**config.mk**
```make
export PLATFORM = sky130hd
export DESIGN_NAME = charger_threshold_settings
export DESIGN_NICKNAME = d
export VERILOG_FILES = /design/src/common/charger_pkg.sv /design/src/logic/charger_threshold_settings.sv /design/src/logic/setpoint_decode.sv
export SDC_FILE = /design/constraint.sdc
export NUM_CORES = 1
export LEC_CHECK = 0
export BUFFER_PORTS_ARGS = -buffer_cell sky130_fd_sc_hd__buf_4
export CAP_MARGIN = 20
export CORE_AREA = 4 4 99 73
export DETAILED_ROUTE_END_ITERATION = 16
export DIE_AREA = 0 0 103 77
export GPL_TIMING_DRIVEN = 0
export PLACE_DENSITY = 0.78
export SKIP_LAST_GASP = 1
export SYNTH_ARGS = -nofsm -noshare
export SYNTH_HDL_FRONTEND = slang
export SYNTH_SLANG_ARGS = --single-unit
export TNS_END_PERCENT = 50
```
**constraint.sdc**
```tcl
create_clock -name CLK_I -period 3.9 [get_ports CLK_I]
set_input_delay 0 -clock CLK_I [delete_from_list [all_inputs] [get_ports CLK_I]]
set_output_delay 0 -clock CLK_I [all_outputs]
set_load 0.02 [all_outputs]
```
**src/common/charger_pkg.sv**
```systemverilog
// constants for the charger threshold settings register bank
// assumes one system clock and a byte-wide register access port
package charger_pkg;

  // register addresses
  localparam logic [7:0] CUR_SET_ADDR  = 8'h04;
  localparam logic [7:0] VOLT_THR_ADDR = 8'h05;

  // field positions and widths
  localparam int FAST_LSB = 2;
  localparam int FAST_W   = 4;
  localparam int TRK_LSB  = 0;
  localparam int TRK_W    = 2;
  localparam int HYST_LSB = 5;
  localparam int HYST_W   = 2;
  localparam int DEAD_LSB = 3;
  localparam int DEAD_W   = 2;
  localparam int WEAK_LSB = 0;
  localparam int WEAK_W   = 3;

  // values after reset
  localparam logic [3:0] FAST_RST = 4'hc;
  localparam logic [1:0] TRK_RST  = 2'h2;
  localparam logic [1:0] HYST_RST = 2'h3;
  localparam logic [1:0] DEAD_RST = 2'h1;
  localparam logic [2:0] WEAK_RST = 3'h3;

  // setpoint widths: current in mA, voltages in mV
  localparam int CUR_MA_W  = 10;
  localparam int TRK_MA_W  = 6;
  localparam int HYST_MV_W = 9;
  localparam int THR_MV_W  = 12;

  // fast current decode: fine steps below the knee, coarse above
  localparam logic [3:0]          FAST_KNEE    = 4'h6;
  localparam logic [CUR_MA_W-1:0] FAST_LO_STEP = 10'h019; // 25 mA
  localparam logic [CUR_MA_W-1:0] FAST_HI_BASE = 10'h0c8; // 200 mA
  localparam logic [CUR_MA_W-1:0] FAST_HI_STEP = 10'h032; // 50 mA

  // trickle current table, 5/10/20/50 mA
  localparam logic [TRK_MA_W-1:0] TRK_MA_0 = 6'h05;
  localparam logic [TRK_MA_W-1:0] TRK_MA_1 = 6'h0a;
  localparam logic [TRK_MA_W-1:0] TRK_MA_2 = 6'h14;
  localparam logic [TRK_MA_W-1:0] TRK_MA_3 = 6'h32;

  // recharge hysteresis, 80 mV plus 60 mV per code
  localparam logic [HYST_MV_W-1:0] HYST_BASE = 9'h050;
  localparam logic [HYST_MV_W-1:0] HYST_STEP = 9'h03c;

  // dead battery threshold table, 2.4/2.5/2.6/3.3 V
  localparam logic [THR_MV_W-1:0] DEAD_MV_0 = 12'h960;
  localparam logic [THR_MV_W-1:0] DEAD_MV_1 = 12'h9c4;
  localparam logic [THR_MV_W-1:0] DEAD_MV_2 = 12'ha28;
  localparam logic [THR_MV_W-1:0] DEAD_MV_3 = 12'hce4;

  // weak battery rising threshold, 2.7 V plus 0.1 V per code
  localparam logic [THR_MV_W-1:0] WEAK_BASE = 12'ha8c;
  localparam logic [THR_MV_W-1:0] WEAK_STEP = 12'h064;

endpackage : charger_pkg

```
**src/logic/charger_threshold_settings.sv**
```systemverilog
// charger threshold settings: two byte registers and their setpoints
// assumes a serial front end turns host transfers into one-cycle
// read and write strobes with an address, all on CLK_I
`timescale 1ns/1ps

module charger_threshold_settings
  import charger_pkg::*;
#(
  parameter int ADDR_W = 8
)(
  // clock and reset
  input  wire logic                 CLK_I,
  input  wire logic                 RST_B_I,
  // register access port
  input  wire logic [ADDR_W-1:0]    ADDR_I,
  input  wire logic                 WR_I,
  input  wire logic [7:0]           WDATA_I,
  input  wire logic                 RD_I,
  output logic      [7:0]           RDATA_O,
  output logic                      RVALID_O,
  // stored codes
  output logic      [FAST_W-1:0]    FAST_CODE_O,
  output logic      [TRK_W-1:0]     TRK_CODE_O,
  output logic      [HYST_W-1:0]    HYST_CODE_O,
  output logic      [DEAD_W-1:0]    DEAD_CODE_O,
  output logic      [WEAK_W-1:0]    WEAK_CODE_O,
  // decoded setpoints for the charger loop
  output logic      [CUR_MA_W-1:0]  FAST_MA_O,
  output logic      [TRK_MA_W-1:0]  TRK_MA_O,
  output logic      [HYST_MV_W-1:0] HYST_MV_O,
  output logic      [THR_MV_W-1:0]  DEAD_MV_O,
  output logic      [THR_MV_W-1:0]  WEAK_MV_O
);

  // the address decode compares against 8-bit register addresses
  if (ADDR_W < 8 || ADDR_W > 16) begin : g_bad_addr
    $error("ADDR_W must lie between 8 and 16");
  end

  logic [FAST_W-1:0]    fast_code, next_fast_code;
  logic [TRK_W-1:0]     trk_code,  next_trk_code;
  logic [HYST_W-1:0]    hyst_code, next_hyst_code;
  logic [DEAD_W-1:0]    dead_code, next_dead_code;
  logic [WEAK_W-1:0]    weak_code, next_weak_code;
  logic [7:0]           rdata,     next_rdata;
  logic                 rvalid,    next_rvalid;
  logic                 cur_sel, volt_sel;
  logic [CUR_MA_W-1:0]  fast_ma;
  logic [TRK_MA_W-1:0]  trk_ma;
  logic [HYST_MV_W-1:0] hyst_mv;
  logic [THR_MV_W-1:0]  dead_mv, weak_mv;
  logic [CUR_MA_W-1:0]  fast_ma_q;
  logic [TRK_MA_W-1:0]  trk_ma_q;
  logic [HYST_MV_W-1:0] hyst_mv_q;
  logic [THR_MV_W-1:0]  dead_mv_q, weak_mv_q;

  // address decode; upper address bits must be zero
  always_comb begin
    cur_sel  = 1'b0;
    volt_sel = 1'b0;
    if (ADDR_I == ADDR_W'(CUR_SET_ADDR)) begin
      cur_sel = 1'b1;
    end else if (ADDR_I == ADDR_W'(VOLT_THR_ADDR)) begin
      volt_sel = 1'b1;
    end
  end

  // next register state; writes to other addresses are dropped
  always_comb begin
    next_fast_code = fast_code;
    next_trk_code  = trk_code;
    next_hyst_code = hyst_code;
    next_dead_code = dead_code;
    next_weak_code = weak_code;
    if (WR_I && cur_sel) begin
      next_fast_code = WDATA_I[FAST_LSB +: FAST_W];
      next_trk_code  = WDATA_I[TRK_LSB +: TRK_W];
    end
    if (WR_I && volt_sel) begin
      next_hyst_code = WDATA_I[HYST_LSB +: HYST_W];
      next_dead_code = WDATA_I[DEAD_LSB +: DEAD_W];
      next_weak_code = WDATA_I[WEAK_LSB +: WEAK_W];
    end
  end

  // read path: end-of-charge bits live elsewhere, so 7:6 of the current register and 7 of the voltage register read zero
  always_comb begin
    next_rvalid = RD_I;
    next_rdata  = rdata;
    if (RD_I) begin
      next_rdata = 8'h00;
      if (cur_sel) begin
        next_rdata[FAST_LSB +: FAST_W] = fast_code;
        next_rdata[TRK_LSB +: TRK_W]   = trk_code;
      end else if (volt_sel) begin
        next_rdata[HYST_LSB +: HYST_W] = hyst_code;
        next_rdata[DEAD_LSB +: DEAD_W] = dead_code;
        next_rdata[WEAK_LSB +: WEAK_W] = weak_code;
      end
    end
  end

  // register state
  always_ff @(posedge CLK_I or negedge RST_B_I) begin
    if (!RST_B_I) begin
      fast_code <= FAST_RST;
      trk_code  <= TRK_RST;
      hyst_code <= HYST_RST;
      dead_code <= DEAD_RST;
      weak_code <= WEAK_RST;
      rdata     <= 8'h00;
      rvalid    <= 1'b0;
    end else begin
      fast_code <= next_fast_code;
      trk_code  <= next_trk_code;
      hyst_code <= next_hyst_code;
      dead_code <= next_dead_code;
      weak_code <= next_weak_code;
      rdata     <= next_rdata;
      rvalid    <= next_rvalid;
    end
  end

  setpoint_decode u_decode (
    .fast_i    (fast_code),
    .trk_i     (trk_code),
    .hyst_i    (hyst_code),
    .dead_i    (dead_code),
    .weak_i    (weak_code),
    .fast_ma_o (fast_ma),
    .trk_ma_o  (trk_ma),
    .hyst_mv_o (hyst_mv),
    .dead_mv_o (dead_mv),
    .weak_mv_o (weak_mv)
  );

  // setpoints registered: costs a cycle, keeps analog inputs glitch free
  always_ff @(posedge CLK_I or negedge RST_B_I) begin
    if (!RST_B_I) begin
      fast_ma_q <= '0;
      trk_ma_q  <= '0;
      hyst_mv_q <= '0;
      dead_mv_q <= '0;
      weak_mv_q <= '0;
    end else begin
      fast_ma_q <= fast_ma;
      trk_ma_q  <= trk_ma;
      hyst_mv_q <= hyst_mv;
      dead_mv_q <= dead_mv;
      weak_mv_q <= weak_mv;
    end
  end

  // outputs
  assign RDATA_O     = rdata;
  assign RVALID_O    = rvalid;
  assign FAST_CODE_O = fast_code;
  assign TRK_CODE_O  = trk_code;
  assign HYST_CODE_O = hyst_code;
  assign DEAD_CODE_O = dead_code;
  assign WEAK_CODE_O = weak_code;
  assign FAST_MA_O   = fast_ma_q;
  assign TRK_MA_O    = trk_ma_q;
  assign HYST_MV_O   = hyst_mv_q;
  assign DEAD_MV_O   = dead_mv_q;
  assign WEAK_MV_O   = weak_mv_q;

  // helper for checking reset values: low only in the first cycle
  logic booted;
  always_ff @(posedge CLK_I or negedge RST_B_I) begin
    if (!RST_B_I) begin
      booted <= 1'b0;
    end else begin
      booted <= 1'b1;
    end
  end
endmodule : charger_threshold_settings

```
**src/logic/setpoint_decode.sv**
```systemverilog
// combinational decode of stored codes into analog setpoints
// assumes the caller registers the results before they leave the block
`timescale 1ns/1ps
module setpoint_decode
  import charger_pkg::*;
(
  // stored codes
  input  wire logic [FAST_W-1:0]    fast_i,
  input  wire logic [TRK_W-1:0]     trk_i,
  input  wire logic [HYST_W-1:0]    hyst_i,
  input  wire logic [DEAD_W-1:0]    dead_i,
  input  wire logic [WEAK_W-1:0]    weak_i,
  // decoded setpoints
  output logic      [CUR_MA_W-1:0]  fast_ma_o,
  output logic      [TRK_MA_W-1:0]  trk_ma_o,
  output logic      [HYST_MV_W-1:0] hyst_mv_o,
  output logic      [THR_MV_W-1:0]  dead_mv_o,
  output logic      [THR_MV_W-1:0]  weak_mv_o
);

  logic [CUR_MA_W-1:0] fast_wide;

  // fast current: two linear segments split at the knee, 150 mA just below it and 200 mA at it
  always_comb begin
    fast_wide = {{(CUR_MA_W-FAST_W){1'b0}}, fast_i};
    if (fast_i < FAST_KNEE) begin
      fast_ma_o = CUR_MA_W'(FAST_LO_STEP * (fast_wide + 10'h001));
    end else begin
      fast_ma_o = CUR_MA_W'(FAST_HI_BASE + FAST_HI_STEP *
                  (fast_wide - {6'h00, FAST_KNEE}));
    end
  end

  // table lookups, not linear
  always_comb begin
    case (trk_i)
      2'h0:    trk_ma_o = TRK_MA_0;
      2'h1:    trk_ma_o = TRK_MA_1;
      2'h2:    trk_ma_o = TRK_MA_2;
      default: trk_ma_o = TRK_MA_3;
    endcase
    case (dead_i)
      2'h0:    dead_mv_o = DEAD_MV_0;
      2'h1:    dead_mv_o = DEAD_MV_1;
      2'h2:    dead_mv_o = DEAD_MV_2;
      default: dead_mv_o = DEAD_MV_3;
    endcase
  end

  // linear voltage setpoints
  assign hyst_mv_o = HYST_MV_W'(HYST_BASE + HYST_STEP *
                     {{(HYST_MV_W-HYST_W){1'b0}}, hyst_i});
  assign weak_mv_o = THR_MV_W'(WEAK_BASE + WEAK_STEP *
                     {{(THR_MV_W-WEAK_W){1'b0}}, weak_i});

endmodule : setpoint_decode

```
After elaboration in Yosys (flattened, before gate mapping). Index checks and enable logic that the tools add are counted.

Register bits: 70. Input bits: 20. Output and inout port bits: 71. Word-level logic and storage cells: 41.

$add $sub $neg: 5. $mul: 4. Order comparisons: 1. Equality and inequality tests: 6. Mux-type cells: 9. Reductions and logical operators: 4.

Operators with widths (count): $pmux 11 s3 (1); $pmux 6 s3 (1); $eq 8x3->1 const B (2); $add 12x10->12 const A (1); $add 8x10->10 const A (1); $mul 5x10->10 const A (1); $mul 5x10->9 const A (1); $mux 10 (1); $add 7x8->9 const A (1); $mul 5x3->8 const A (1); $mux 7 (1); $mul 4x2->6 const A (1); $mux 6 (1); $add 4x1->5 const B (1); $sub 4x3->5 const B (1); $eq 2x1->1 const B (2); $eq 2x2->1 const B (2); $logic_not 2->1 (2); $lt 4x3->1 const B (1); $mux 1 (4); $logic_and 1x1->1 (2).

Longest topological paths before layout.
Depth in word-level cells: 5. Depth in mapped cells: 15. Gate-level depth less buffers: 15.

Cells and area by module. From an unflattened synthesis, not the netlist that was laid out.

Cell total of the unflattened synthesis: 292. Area, all modules: 3555.9 µm².

Modules (own cells, without submodules): charger_threshold_settings (instances 1, cells an instance 120, area an instance 2160.8 µm², seq. area each 1761.7 µm²); setpoint_decode (instances 1, cells an instance 172, area an instance 1395.1 µm², seq. area each 0.0 µm²).

Worst setup path after synthesis. No wires, ideal clock.

Path kind: reg-to-reg. Start point: register fast_code[3] (netlist: FAST_CODE_O[3]). End point: register fast_ma_q[9] (netlist: FAST_MA_O[9]). Setup time: 0.083 ns. Arrival: 3.510 ns. Required time: 3.817 ns. Setup slack: 0.307 ns. Cell stages (with the launch flop): 16. Buffers on the path: 1. Clock period less this slack: 3.593 ns. Cell sequence: dfstp_2 clkbuf_1 inv_1 ha_1 inv_1 ha_1 fa_1 inv_1 fa_1 inv_1 ha_1 inv_1 and3_1 a311oi_1 xnor3_1 o21ai_0.

Longest elaborated chain between the ends: 4. Elaborated cells between the ends (all ways): 7. Classes of those cells: 3 x add/sub; 2 x mul; 1 x order compare; 1 x mux.

RTL lines: from (decl) (RTL line charger_threshold_settings.sv:40) `logic [FAST_W-1:0] fast_code, next_fast_code;`; from (signal assigned) (RTL line charger_threshold_settings.sv:114) `fast_code <= next_fast_code;`; $sub 4x3->5 (RTL line setpoint_decode.sv:30) `(fast_wide - {6'h00, FAST_KNEE}));`; $mul 5x10->9 (RTL line setpoint_decode.sv:29) `fast_ma_o = CUR_MA_W'(FAST_HI_BASE + FAST_HI_STEP *`; $add 8x10->10 (RTL line setpoint_decode.sv:29); $mux 10 (*) (RTL line setpoint_decode.sv:26) `if (fast_i < FAST_KNEE) begin`; net fast_ma[9] (RTL line charger_threshold_settings.sv:48) `logic [CUR_MA_W-1:0] fast_ma;`; to (signal assigned) (RTL line charger_threshold_settings.sv:146) `fast_ma_q <= fast_ma;`; to (decl) (RTL line charger_threshold_settings.sv:52) `logic [CUR_MA_W-1:0] fast_ma_q;`.

The timed path passes the listed nets; every way through them passes the cells marked *. A chain may end at the register's enable or synchronous reset.

Worst setup path after layout.
Start point: register fast_code[2] (netlist: FAST_CODE_O[2]). End point: register fast_ma_q[9] (netlist: FAST_MA_O[9]).

The elaborated chain is that of the path after synthesis.

==> impl_metrics.env <==
export IMPL_crit_buf_inv=2
export IMPL_die_area_um2=7930
export IMPL_synth_edff_count=0
export IMPL_crit_path_end_kind="register"
export IMPL_start_util_pct=51.5
export IMPL_drive_gt1_share_pct=36.5
export IMPL_yosys_warnings=0
export IMPL_synth_cell_types=31
export IMPL_viasPerCell=4.78
export IMPL_clk_pin_slew_ns=0.07
export IMPL_max_freq_mhz=278
export IMPL_cts_buffer_depth=2
export IMPL_slowest_stage="dfstp_2"
export IMPL_hold_viol_final=0
export IMPL_crit_arrival_ns=3.86
export IMPL_cts_tree="yes"
export IMPL_wl_met3_um=480
export IMPL_finalSetupViolCount=0
export IMPL_root_buffer="clkbuf_8"
export IMPL_hp_class="in2reg"
export IMPL_grt_max_degree=59
export IMPL_die_w_um=103
export IMPL_async_flop_share_pct=100
export IMPL_io_buffers=79
export IMPL_p_per_area_nw_per_um2=409
export IMPL_crit_top_cell="ha_1"
export IMPL_clock_sinks=58
export IMPL_drc=0
export IMPL_cap_violations=0
export IMPL_clock_latency_ns=0.34
export IMPL_die_y_um=77
export IMPL_syn_area_um2=3180
export IMPL_cp_start_kind="register"
export IMPL_ys_seq_area_share_pct=45.9
export IMPL_met2_wirelength_um=3200
export IMPL_n_antenna_cell=0
export IMPL_ir_worst_vdd_mv=0.174
export IMPL_hpwl_um=4940
export IMPL_dr_max_layer_used="met4"
export IMPL_nNetsFinal=445
export IMPL_outcome="complete, no violations"
export IMPL_cts_htree_levels=3
export IMPL_area_delta_synth_final_pct=32.7
export IMPL_drt_iter0_markers=99
export IMPL_rsz0062_at_grt="false"
export IMPL_min_period_ns=3.60
export IMPL_worstMarginPinSlew_ns=0.724
export IMPL_required_ns=4.16
export IMPL_path_cells="ha_1, inv_1, ha_1, inv_1, ha_1, ha_1, fa_1, ha_1, a21oi_1, a21oi_1, a311oi_2, xnor3_1, o21ai_0"
export IMPL_antenna_found_initial=0
export IMPL_fin_crit_sh_pct=92.4
export IMPL_ys_ff_latch=58
export IMPL_drtPass1Iterations=6
export IMPL_io_pins=91
export IMPL_numCtsBuffers=9
export IMPL_max_stage_delay_ns=0.55
export IMPL_place_congestion=0.840
export IMPL_vias=2207
export IMPL_route_final_wire_length_um=6820
export IMPL_avgRoutedWirePerCell_um=14.8
export IMPL_core_area_um2=6190
export IMPL_maxSlewHeadroom_pct=51.7
export IMPL_final_util_pct=68.3
export IMPL_synthFlopType="dfrtp_1"
export IMPL_avgSynthCellArea_um2=11.7
export IMPL_path_class="reg2reg"
export IMPL_synthCells=272
export IMPL_grt_usage_pct=17.9
export IMPL_p_leak_uw=0.00221
export IMPL_ant_nets=0
export IMPL_finalSetupTns_ns=0
export IMPL_std_cell_rows=24
export IMPL_skew_ns=0.00770
export IMPL_grt_pass1_vias=2196
export IMPL_wl_met1_um=3050
export IMPL_overflow=0
export IMPL_grt_first_pass_wirelength_um=10900
export IMPL_crit_family="adder cells"
export IMPL_critPathMaxFanout=4
export IMPL_drv_slew=0
## tightest hold or removal path, cell delays in order
cell and delay (ns):
buf_4 0.16, nand2_1 0.09, o22ai_1 0.07
## routing by layer
layer	global-route usage (%)	vias up
li1	-	1075
met1	24.1	1061
met2	27.9	65
met3	5.17	6
met4	5.43	0
met5	0	-
## where the power goes
group / switching (µW) / internal, µW
Clock: 234 / 375
Sequential: 24.9 / 643
Combinational: 239 / 214
## final timing paths
check,from,endpoint,slack [ns],cells after the start
max reg2reg,FAST_CODE_O[2],FAST_MA_O[9],0.30,13
max,FAST_CODE_O[2],FAST_MA_O[9],0.30,13
min in group asynchronous,RST_B_I,FAST_MA_O[3],0.26,2
min,ADDR_I[0],RDATA_O[6],0.03,3
max in group asynchronous,RST_B_I,FAST_CODE_O[1],3.13,2
min reg2reg,HYST_CODE_O[0],HYST_MV_O[2],0.45,0
## repair_timing
item | in CTS | in global routing
hold buffers | 9 | 0
gates resized for setup | 0 | 2
endpoints found under the hold margin | 64 | 0
endpoints found under the setup margin | 0 | 1
buffers inserted | 0 | 1
## placed cells by master (no fill, tap or decap), drive strengths merged, types with 4 or more instances in the layout
cell type    count
o22ai            7
conb            10
xnor2           14
fa               5
nand2           13
dfrtp           50
ha              41
clkbuf          17
nor2             8
xor2             9
mux2i            7
inv             34
mux2            16
a21oi            6
dfstp            8
buf             95
nand3            4
o21ai            7
dlygate4sd3      9
## cell type report
class / count / area (µm²)
plain buffers: 21 / 135
clock buffers: 11 / 141
clock inverters: 5 / 77.6
fillers: 484 / 1960
inverters: 34 / 128
multi-input cells: 166 / 1490
flip-flops and latches: 58 / 1460
well taps: 78 / 97.6
repair buffers: 89 / 691
## synthesized netlist by cell type (5+ instances only)
library cell,count,share of area [%]
xor2_1,9,2.5
dfrtp_1,50,39
o21ai_0,7,1.1
dfstp_2,8,6.6
nor2_1,8,0.94
xnor2_1,14,3.9
clkbuf_1,7,0.83
inv_1,34,4.0
ha_1,41,16
fa_1,5,3.1
a21oi_1,6,0.94
nand2_1,13,1.5
o22ai_1,7,1.4
mux2i_1,7,2.2
mux2_2,16,5.7
buf_4,15,3.5
## metrics by stage
stage	worst slack (ns)	cell area, µm²	total power (µW)	std cells	hold slack [ns]
global placement	0.155	3900	1100	437	0.100
floorplan	0.307	3210	969	280	-0.296
detailed placement	0.129	3900	1110	437	0.107
CTS	0.116	4210	1740	462	0.0205
global route	0.0437	4220	1830	462	0.0549
finish	0.296	4220	1730	462	0.0276
## cells by family after synthesis
group	count (synthesis)	share of synthesized area, %
AO/OA/AOI/OAI	26	4.83
other	2	0.236
XOR/XNOR	24	7.04
multiplexers	23	7.86
buffers and inverters	56	8.37
adder cells (fa/ha/maj)	46	19.3
AND/OR/NAND/NOR	37	6.49
flip-flops	58	45.9
## state kept, by name, indices dropped and copies added (netlist names)
register / flops
WEAK_MV_O: 9
DEAD_MV_O: 7
HYST_MV_O: 5
RDATA_O: 7
WEAK_CODE_O: 3
HYST_CODE_O: 2
RVALID_O: 1
FAST_MA_O: 10
DEAD_CODE_O: 2
TRK_MA_O: 6
TRK_CODE_O: 2
FAST_CODE_O: 4
(Power assumes the default switching activity.)
